===== src/rtl/host_cmd_status_regs.vh =====
// register codes, field positions and timing counts of the command/status block
`ifndef HOST_CMD_STATUS_REGS_VH
`define HOST_CMD_STATUS_REGS_VH

// command codes on the processor command port
`define CMD_STATUS_READ      8'h02
`define CMD_STATUS_WRITE     8'h82
`define INT_STATUS_READ      8'h03
`define INT_STATUS_WRITE     8'h83

// command/status field positions
`define RESET_REQ_BIT        0
`define TALLY_LSB            16
`define TALLY_MSB            17
`define TALLY_W              2

// interrupt status field positions
`define OVERRUN_FLAG_BIT     0

// reset values
`define TALLY_RESET          2'h0
`define RESET_REQ_RESET      1'h0
`define OVERRUN_FLAG_RESET   1'h0
`define RD_DATA_RESET        32'h0000_0000
`define RD_VALID_RESET       1'h0
`define SUSPEND_RESET        1'h0
`define CORE_RESET_OFF       1'h0
`define BUSY_RESET           1'h0
`define BUS_REQ_RESET        1'h0
`define CNT_RESET            8'h00

// timing
`define CLK_PERIOD_NS        20
`define SOFT_RESET_NS        1000
`define SOFT_RESET_MAX_NS    10000
`define SOFT_RESET_CYCLES    ((`SOFT_RESET_NS + `CLK_PERIOD_NS - 1) / `CLK_PERIOD_NS)
`define RESET_CNT_W          8

`endif


===== src/rtl/host_command_status_reset.v =====
// command/status register: overrun tally and core soft reset sequencer
//
// Operation
// - each schedule overrun detected outside a soft reset adds one to the tally in bits 17..16.
// - tally is zero after reset and wraps from three to zero.
// - tally counts every overrun even while the overrun flag is already set.
// - a soft reset request forces the core into suspend state.
// - soft reset returns operational registers to reset values, preserved ones excepted.
// - no host bus accesses while the soft reset is running.
// - the device clears the request bit itself when the reset is done.
// - whole soft reset finishes within ten microseconds of the request.
// - soft reset never resets the root hub logic.
// - no reset signalling is driven on downstream ports after a soft reset.
// - command/status is read with code 02h and written with code 82h.
// - overrun flag in interrupt status is set by the same overrun event.
`timescale 1ns/100ps
`include "host_cmd_status_regs.vh"

module host_command_status_reset (
  input  wire        mclk,
  input  wire        sys_rst,
  input  wire        cmd_valid,
  input  wire [7:0]  cmd_code,
  input  wire [31:0] cmd_wdata,
  output reg  [31:0] rd_data,
  output reg         rd_valid,
  input  wire        overrun_event,
  input  wire        core_bus_req,
  output reg         host_bus_req,
  input  wire        suspend_leave,
  output reg         suspend_state,
  output reg         core_reset,
  output reg         reset_busy,
  output reg         overrun_flag,
  output reg  [1:0]  overrun_tally_field,
  output reg         soft_reset_request
);

  localparam [1:0] st_idle   = 2'h0;
  localparam [1:0] st_active = 2'h1;
  localparam [1:0] st_done   = 2'h2;

  // count kept as a whole number of cycles, trimmed to the counter width
  localparam integer            reset_cycles_full = `SOFT_RESET_CYCLES;
  localparam [`RESET_CNT_W-1:0] reset_cycles      = reset_cycles_full[`RESET_CNT_W-1:0];
  localparam [`RESET_CNT_W-1:0] cnt_zero     = 8'h00;
  localparam [`RESET_CNT_W-1:0] cnt_one      = 8'h01;

  reg  [1:0]              rst_state;
  reg  [1:0]              next_rst_state;
  reg  [`RESET_CNT_W-1:0] rst_cnt;
  reg  [`RESET_CNT_W-1:0] next_rst_cnt;
  reg  [1:0]              next_tally;
  reg                     next_overrun_flag;
  reg                     next_request;
  reg                     next_suspend;
  reg  [31:0]             next_rd_data;
  reg                     next_rd_valid;
  reg                     next_core_reset;
  reg                     next_reset_busy;
  reg                     next_host_bus_req;

  wire                    wr_cmd_status;
  wire                    rd_cmd_status;
  wire                    wr_int_status;
  wire                    rd_int_status;
  wire                    reset_start;
  wire                    in_reset;
  wire                    cnt_last;
  wire                    reset_done;

  function cmd_hit;
    input       valid;
    input [7:0] code;
    input [7:0] want;
    begin
      cmd_hit = valid & (code == want);
    end
  endfunction

  // cmd/status read word; reserved bits stay zero
  function [31:0] status_word;
    input [1:0] tally;
    input       request;
    begin
      status_word                        = `RD_DATA_RESET;
      status_word[`TALLY_MSB:`TALLY_LSB] = tally;
      status_word[`RESET_REQ_BIT]        = request;
    end
  endfunction

  assign wr_cmd_status = cmd_hit(cmd_valid, cmd_code, `CMD_STATUS_WRITE);
  assign rd_cmd_status = cmd_hit(cmd_valid, cmd_code, `CMD_STATUS_READ);
  assign wr_int_status = cmd_hit(cmd_valid, cmd_code, `INT_STATUS_WRITE);
  assign rd_int_status = cmd_hit(cmd_valid, cmd_code, `INT_STATUS_READ);

  // only a one starts a reset; a second one while busy is absorbed
  assign reset_start = wr_cmd_status & cmd_wdata[`RESET_REQ_BIT] & (rst_state == st_idle);
  assign in_reset    = (rst_state != st_idle);
  // countdown ends at one, so the active phase lasts exactly the count
  assign cnt_last    = (rst_cnt <= cnt_one);
  assign reset_done  = (rst_state == st_done);

  // soft reset sequencer
  always @* begin
    next_rst_state = rst_state;
    next_rst_cnt   = rst_cnt;
    case (rst_state)
      st_idle: begin
        // only an idle sequencer starts a new sequence
        if (reset_start) begin
          next_rst_state = st_active;
          next_rst_cnt   = reset_cycles;
        end
      end
      st_active: begin
        // fixed length keeps the whole sequence well under the limit
        if (cnt_last) begin
          next_rst_state = st_done;
          next_rst_cnt   = cnt_zero;
        end else begin
          next_rst_cnt = rst_cnt - cnt_one;
        end
      end
      st_done: begin
        // one spare cycle lets the request bit and busy fall together
        next_rst_state = st_idle;
      end
      default: begin
        next_rst_state = st_idle;
        next_rst_cnt   = cnt_zero;
      end
    endcase
  end

  // request bit: set by software, cleared by the sequencer only
  always @* begin
    next_request = soft_reset_request;
    // a zero write never reaches the bit, so software cannot cancel
    if (reset_start) begin
      next_request = 1'h1;
    end else if (reset_done) begin
      next_request = 1'h0;
    end
  end

  // overrun tally
  always @* begin
    next_tally = overrun_tally_field;
    if (in_reset | reset_start) begin
      next_tally = `TALLY_RESET;
    end else if (overrun_event) begin
      // plain two-bit add, no saturation, flag state not consulted
      next_tally = overrun_tally_field + 2'h1;
    end
  end

  // overrun flag: a set in the same cycle as a clear wins
  always @* begin
    next_overrun_flag = overrun_flag;
    if (in_reset | reset_start) begin
      next_overrun_flag = `OVERRUN_FLAG_RESET;
    end else if (overrun_event) begin
      next_overrun_flag = 1'h1;
    end else if (wr_int_status & cmd_wdata[`OVERRUN_FLAG_BIT]) begin
      next_overrun_flag = 1'h0;
    end
  end

  // suspend state: entered on any reset start, left on suspend_leave outside a reset
  always @* begin
    next_suspend = suspend_state;
    if (reset_start | in_reset) begin
      next_suspend = 1'h1;
    end else if (suspend_leave) begin
      next_suspend = 1'h0;
    end
  end

  // read path: unknown codes with bit 7 clear still answer, with zero data
  always @* begin
    next_rd_data  = `RD_DATA_RESET;
    next_rd_valid = 1'h0;
    if (cmd_valid & ~cmd_code[7]) begin
      next_rd_valid = 1'h1;
      if (rd_cmd_status) begin
        next_rd_data = status_word(overrun_tally_field, soft_reset_request);
      end else if (rd_int_status) begin
        next_rd_data[`OVERRUN_FLAG_BIT] = overrun_flag;
      end
    end
  end

  // reset controls, one cycle ahead of their flops
  always @* begin
    // core registers only; the root hub and its port signalling stay untouched
    next_core_reset = (next_rst_state == st_active);
    next_reset_busy = (next_rst_state != st_idle);
  end

  // bus requests are dropped for the whole sequence
  always @* begin
    // only an idle sequencer lets a core request through
    next_host_bus_req = core_bus_req & (next_rst_state == st_idle) & ~reset_start;
  end

  // one flop per process, so every output leaves a bare register
  always @(posedge mclk or posedge sys_rst) begin
    if (sys_rst) begin
      rst_state <= st_idle;
    end else begin
      rst_state <= next_rst_state;
    end
  end

  always @(posedge mclk or posedge sys_rst) begin
    if (sys_rst) begin
      rst_cnt <= `CNT_RESET;
    end else begin
      rst_cnt <= next_rst_cnt;
    end
  end

  // software visible fields
  always @(posedge mclk or posedge sys_rst) begin
    if (sys_rst) begin
      soft_reset_request <= `RESET_REQ_RESET;
    end else begin
      soft_reset_request <= next_request;
    end
  end

  always @(posedge mclk or posedge sys_rst) begin
    if (sys_rst) begin
      overrun_tally_field <= `TALLY_RESET;
    end else begin
      overrun_tally_field <= next_tally;
    end
  end

  always @(posedge mclk or posedge sys_rst) begin
    if (sys_rst) begin
      overrun_flag <= `OVERRUN_FLAG_RESET;
    end else begin
      overrun_flag <= next_overrun_flag;
    end
  end

  // suspend and reset controls
  always @(posedge mclk or posedge sys_rst) begin
    if (sys_rst) begin
      suspend_state <= `SUSPEND_RESET;
    end else begin
      suspend_state <= next_suspend;
    end
  end

  always @(posedge mclk or posedge sys_rst) begin
    if (sys_rst) begin
      core_reset <= `CORE_RESET_OFF;
    end else begin
      core_reset <= next_core_reset;
    end
  end

  always @(posedge mclk or posedge sys_rst) begin
    if (sys_rst) begin
      reset_busy <= `BUSY_RESET;
    end else begin
      reset_busy <= next_reset_busy;
    end
  end

  always @(posedge mclk or posedge sys_rst) begin
    if (sys_rst) begin
      host_bus_req <= `BUS_REQ_RESET;
    end else begin
      host_bus_req <= next_host_bus_req;
    end
  end

  // read answer, one cycle after the command
  always @(posedge mclk or posedge sys_rst) begin
    if (sys_rst) begin
      rd_data <= `RD_DATA_RESET;
    end else begin
      rd_data <= next_rd_data;
    end
  end

  always @(posedge mclk or posedge sys_rst) begin
    if (sys_rst) begin
      rd_valid <= `RD_VALID_RESET;
    end else begin
      rd_valid <= next_rd_valid;
    end
  end

endmodule // host_command_status_reset


===== config.mk =====
export PLATFORM = sky130hd
export DESIGN_NAME = host_command_status_reset
export DESIGN_NICKNAME = d
export VERILOG_FILES = /design/src/rtl/host_command_status_reset.v
export VERILOG_INCLUDE_DIRS = /design/src /design/src/rtl
export SDC_FILE = /design/constraint.sdc
export NUM_CORES = 1
export LEC_CHECK = 0
export BUFFER_PORTS_ARGS = -buffer_cell sky130_fd_sc_hd__clkbuf_2
export CORE_MARGIN = 2
export CORE_UTILIZATION = 30
export CTS_CLUSTER_DIAMETER = 120
export CTS_CLUSTER_SIZE = 28
export DETAILED_ROUTE_END_ITERATION = 10
export GPL_TIMING_DRIVEN = 1
export PLACE_DENSITY_LB_ADDON = 0.2
export SLEW_MARGIN = 20
export SYNTH_ARGS = -nofsm -noshare
export SYNTH_HDL_FRONTEND = slang
export SYNTH_SLANG_ARGS = --single-unit

===== constraint.sdc =====
create_clock -name mclk -period 1.5 [get_ports mclk]
set_input_delay 0.075 -clock mclk [delete_from_list [all_inputs] [get_ports mclk]]
set_output_delay 0.075 -clock mclk [all_outputs]
set_load 0.02 [all_outputs]

Word-level counts from Yosys, hierarchy flattened
Index checks and enable logic that the tools add are counted.
- bits in registers: 51
- bits of input ports: 46
- output and inout port bits: 41
- word-level logic and storage cells: 65
- add/subtract/negate cells: 2
- $lt $le $gt $ge: 1
- eq/ne operators: 8
- muxes and demuxes: 20
- bitwise gates (word level): 14
- reduce and logical (&&, ||, !) cells: 9
- operators by type and width (cell ; number):
    2-to-1 mux 32 bit ; 1
    one-hot mux 8 bit (3 select lines) ; 1
    2-to-1 mux 17 bit ; 1
    equality test 8 x 2 -> 1 bit, second input constant ; 2
    equality test 8 bit, second input constant ; 2
    2-to-1 mux 8 bit ; 2
    bitwise AND 1 bit ; 10
    2-to-1 mux 1 bit ; 10
    nonzero test 2 bit ; 5
    less-or-equal comparator 8 x 1 -> 1 bit, second input constant ; 1
    2-to-1 mux 2 bit ; 4
    subtractor 8 x 1 -> 8 bit, second input constant ; 1
    equality test 2 x 1 -> 1 bit, second input constant ; 2
    logical NOT 2 bit ; 2
    one-hot mux 2 bit (2 select lines) ; 1
    NOT 1 bit ; 3
    nonzero test 3 bit ; 1
    adder 2 x 1 -> 2 bit, second input constant ; 1
    equality test 2 bit, second input constant ; 1
    != test 2 bit, second input constant ; 1
    AND reduction 2 bit ; 1
    bitwise OR 1 bit ; 1

Depth between registers and ports, before layout
- depth after elaboration: 9
- mapped depth: 7
- gate-level depth less buffers: 6

Worst setup path after synthesis
No wires, ideal clock.
- path type: reg2reg
- start: register rst_cnt[0]
- end: register rst_cnt[7]
- setup time: 118 ps
- data arrival time: 1492 ps
- setup slack: -111 ps
- stages on the path, launching flop included: 8
- path through: dfrtp_1 inv_1 ha_1 nor2_1 o41ai_4 buf_6 o21ai_1 a21o_1
- cells in the longest elaborated chain, start to end: 3
- ends and longest elaborated chain (item ; line ; source):
    start: declaration ; host_command_status_reset.v:51 ; reg [`RESET_CNT_W-1:0] rst_cnt;
    start signal: assignment ; host_command_status_reset.v:218 ; rst_cnt <= `CNT_RESET;
    start signal: assignment ; host_command_status_reset.v:220 ; rst_cnt <= next_rst_cnt;
    subtractor 8 x 1 -> 8 bit / less-or-equal comparator 8 x 1 -> 1 bit (equally long branches) ; host_command_status_reset.v:122, host_command_status_reset.v:101 ;
    2-to-1 mux 8 bit (*) ; host_command_status_reset.v:118 ; if (cnt_last) begin
    one-hot mux 8 bit (3 select lines) (*) ; host_command_status_reset.v:108 ; case (rst_state)
Mark *: on every way between the ends. The rest lies on a longest branch, timed or not.
A chain may end at the register's enable or synchronous reset.

Worst setup path after layout
- start: register rst_cnt[4]
- end: register rst_cnt[6]
The elaborated chain is that of the path after synthesis.

==> flow_summary.yaml <==
critical_path:
  crit_slowest_cell: "or3_4"
  cp_num_buf_inv: 2
  r2r_slack_ns: -0.12
  crit_fanout: 3
  rr_endpoint: "rst_cnt[6]"
  r2r_start: "rst_cnt[4]"
  critical-path-top-delay-family: "simple AND/OR/NAND/NOR gates"
  start_kind: "register"
  critPathKind: "register to register"
  endpoint_kind: "register"
  slowest_delay_ns: 0.42
  r2r_cells: 6
  arrival_ns: 1.77
  path_cells: "or3_4 > o41ai_4 > buf_4 > buf_6 > o21ai_2 > o2bb2ai_1"
  cp.required_ns: 1.65
cells_and_area:
  multi_input_area_um2: 616
  area_delta_synth_final_pct: 27.3
  final_nets: 226
  instances_no_fill: 227
  layout-drive-gt1-share_pct: 37.9
  n_antenna_cell: 0
  register_area_um2: 551
  fill_cells: 441
detailed_routing:
  firstDrtPassIters: 4
  drt-total-wl_um: 2670
  ant_nets: 0
  wl_met2_um: 1430
  met3WireLength_um: 190
  via_count: 995
  vias_per_cell: 4.38
  wl_met1_um: 1030
  drc_errors: 0
  drtIter0Drc: 33
  highest_layer: "met4"
  post_drt_wl_per_cell_um: 11.8
yosys:
  syn-instance-count: 127
  synth_most_common_cell: "buf_4"
  avgSynthCellArea_um2: 9.99
  synth_area_um2: 1270
  async_reset_ff_share_pct: 100
  ys.flop_type: "dfrtp_1"
  synth_edf_count: 0
  synth_seq_area_share_pct: 43.4
  yosys_warnings: 0
  synth_common_cells: "buf_4, dfrtp_1, nor2_1, nand2_1"
  synth_top_area_share_pct: 43.4
  ys_types: 37
  synth-seq-cells: 22
  synth_top_cell_by_area: "dfrtp_1"
  synthTopCellsByArea: "dfrtp_1, buf_4, a21o_1"
clocking:
  clock_sinks: 22
  cts_root_buffer: "clkbuf_8"
  h-tree-depth: 1
  numCtsBuffers: 3
  cts.clk_slew.worst_paths_ns: 0.08
  cts_tree: "done"
  clock_latency_ns: 0.26
  clk_path_buf_depth: 2
sta:
  slew_violations: 0
  timing.final.crit_share_pct: 108
  tns_ns: -0.800
  fin_ws_ns: -0.121
  finClkSkew_ns: 0.00315
  setup_viol: 9
  hold_viol_final: 0
  fin_crit_ns: 1.62
  fmax_mhz: 617
  rsz0062_at_grt: "true"
run_status:
  outcome: "complete, but fails checks"
  violations: "negative setup slack"
global_route:
  antenna_found_initial: 0
  track_usage_pct: 11.3
  grt_first_pass_wirelength_um: 4410
  grt_pass1_vias: 969
  grt_overflow: 0
  grt_max_degree: 23
pwr:
  p_leak_uw: 0.000857
  worst_ir_drop_vdd_v: 0.000243
  powerDensity_nw_per_um2: 702
floorplan:
  die_h_um: 69.0
  die_x_um: 69.0
  core-area_um2: 4030
  num_rows: 23
  initial_core_util_pct: 31.5
  io_pins: 87
  dieArea_um2: 4770
min_path:
  min-delay-start: "cmd_code[7]"
  min_path_type: "primary input to register"
  hold-path-cell-count: 2
  holdPathEnd: "rd_valid"
placed_design:
  dp_cells: 220
  dpl.hpwl_um: 2080
  place_congestion: 0.809
  port_buffers: 26
run:
  max-cap-violations: 0
## flip-flops by register name (all words and copies together), names as in the netlist
register,count
suspend_state,1
core_reset,1
rst_cnt,8
rst_state,2
soft_reset_request,1
reset_busy,1
host_bus_req,1
overrun_tally_field,2
overrun_flag,1
rd_valid,1
rd_data,3
## final cells by class
type                    instances  share of cell area (%)
multi-input cells              97                    38.1
flip-flops and latches         22                    34.1
repair buffers                 49                    19.4
well taps                      50                    3.87
clock buffers                   4                    3.41
inverters                       5                    1.16
## routing by layer
metal	vias up	GRT usage, %
li1	480	-
met1	478	12.4
met2	35	20.7
met3	2	3.07
met4	0	3.92
met5	-	0
## where the power goes
| part | switching, uW | internal, uW |
|---|---|---|
| clock | 188 | 234 |
| sequential | 0.278 | 594 |
| combinational | 93.5 | 25.4 |
## metrics by stage
step                      cell area (um2)  setup WS [ns]  util (%)  total power, uW  hold WS, ns
after floorplan                      1380        -0.0910         -              748       0.0642
after global placement               1490         -0.174      36.9              721        0.115
after detailed placement             1490         -0.226      36.9              722        0.114
after CTS                            1590         -0.144      39.5             1150     0.000328
after global routing                 1620         -0.186      40.1             1180      0.00485
final                                1620         -0.121      40.1             1130      0.00330
## cells in the final DEF, fill, tap and decap left out, types with 2 or more instances in the layout
cell type / instances
a21o_1: 5
a21oi_1: 3
and2_1: 3
and3_1: 4
buf_4: 20
buf_6: 2
clkbuf_2: 26
clkbuf_8: 4
conb_1: 29
dfrtp_1: 22
inv_1: 4
mux2i_1: 2
nand2_1: 7
nand2b_1: 2
nand4_1: 2
nor2_1: 6
nor2b_1: 2
nor3b_1: 3
nor4_1: 2
o21ai_0: 2
o21ai_2: 3
## what timing repair did
action / 4_1_cts / 5_1_grt
hold buffers: 1 / 0
endpoints found under the hold margin: 22 / 0
pin swaps: 5 / 6
resized for setup: 8 / 6
setup buffers: 2 / 0
endpoints found under the setup margin: 8 / 10
## how the worst max path moves through the flow
| stage | start | endpoint | slack, ns | depth (start not counted) |
|---|---|---|---|---|
| 3_3_place_gp | rst_cnt[2] | rst_cnt[2] | -0.17 | 5 |
| 6_report | rst_cnt[4] | rst_cnt[6] | -0.12 | 6 |
| 3_5_place_dp | rst_cnt[1] | rst_cnt[4] | -0.23 | 7 |
| 4_1_cts | rst_cnt[1] | rst_cnt[4] | -0.14 | 7 |
| 5_1_grt | rst_cnt[4] | rst_cnt[2] | -0.19 | 5 |
| 2_1_floorplan | rst_cnt[4] | rst_cnt[2] | -0.09 | 5 |
## cells by family after synthesis
family,count (synthesis),synth area share [%]
AND/OR/NAND/NOR,39,17.4
buffers and inverters,36,19.9
AO/OA/AOI/OAI,23,14.1
flip-flops,22,43.4
adder cells (fa/ha/maj),2,1.97
XOR/XNOR,2,1.38
multiplexers,2,1.58
other,1,0.296
Power figures use the tool's default switching activity.
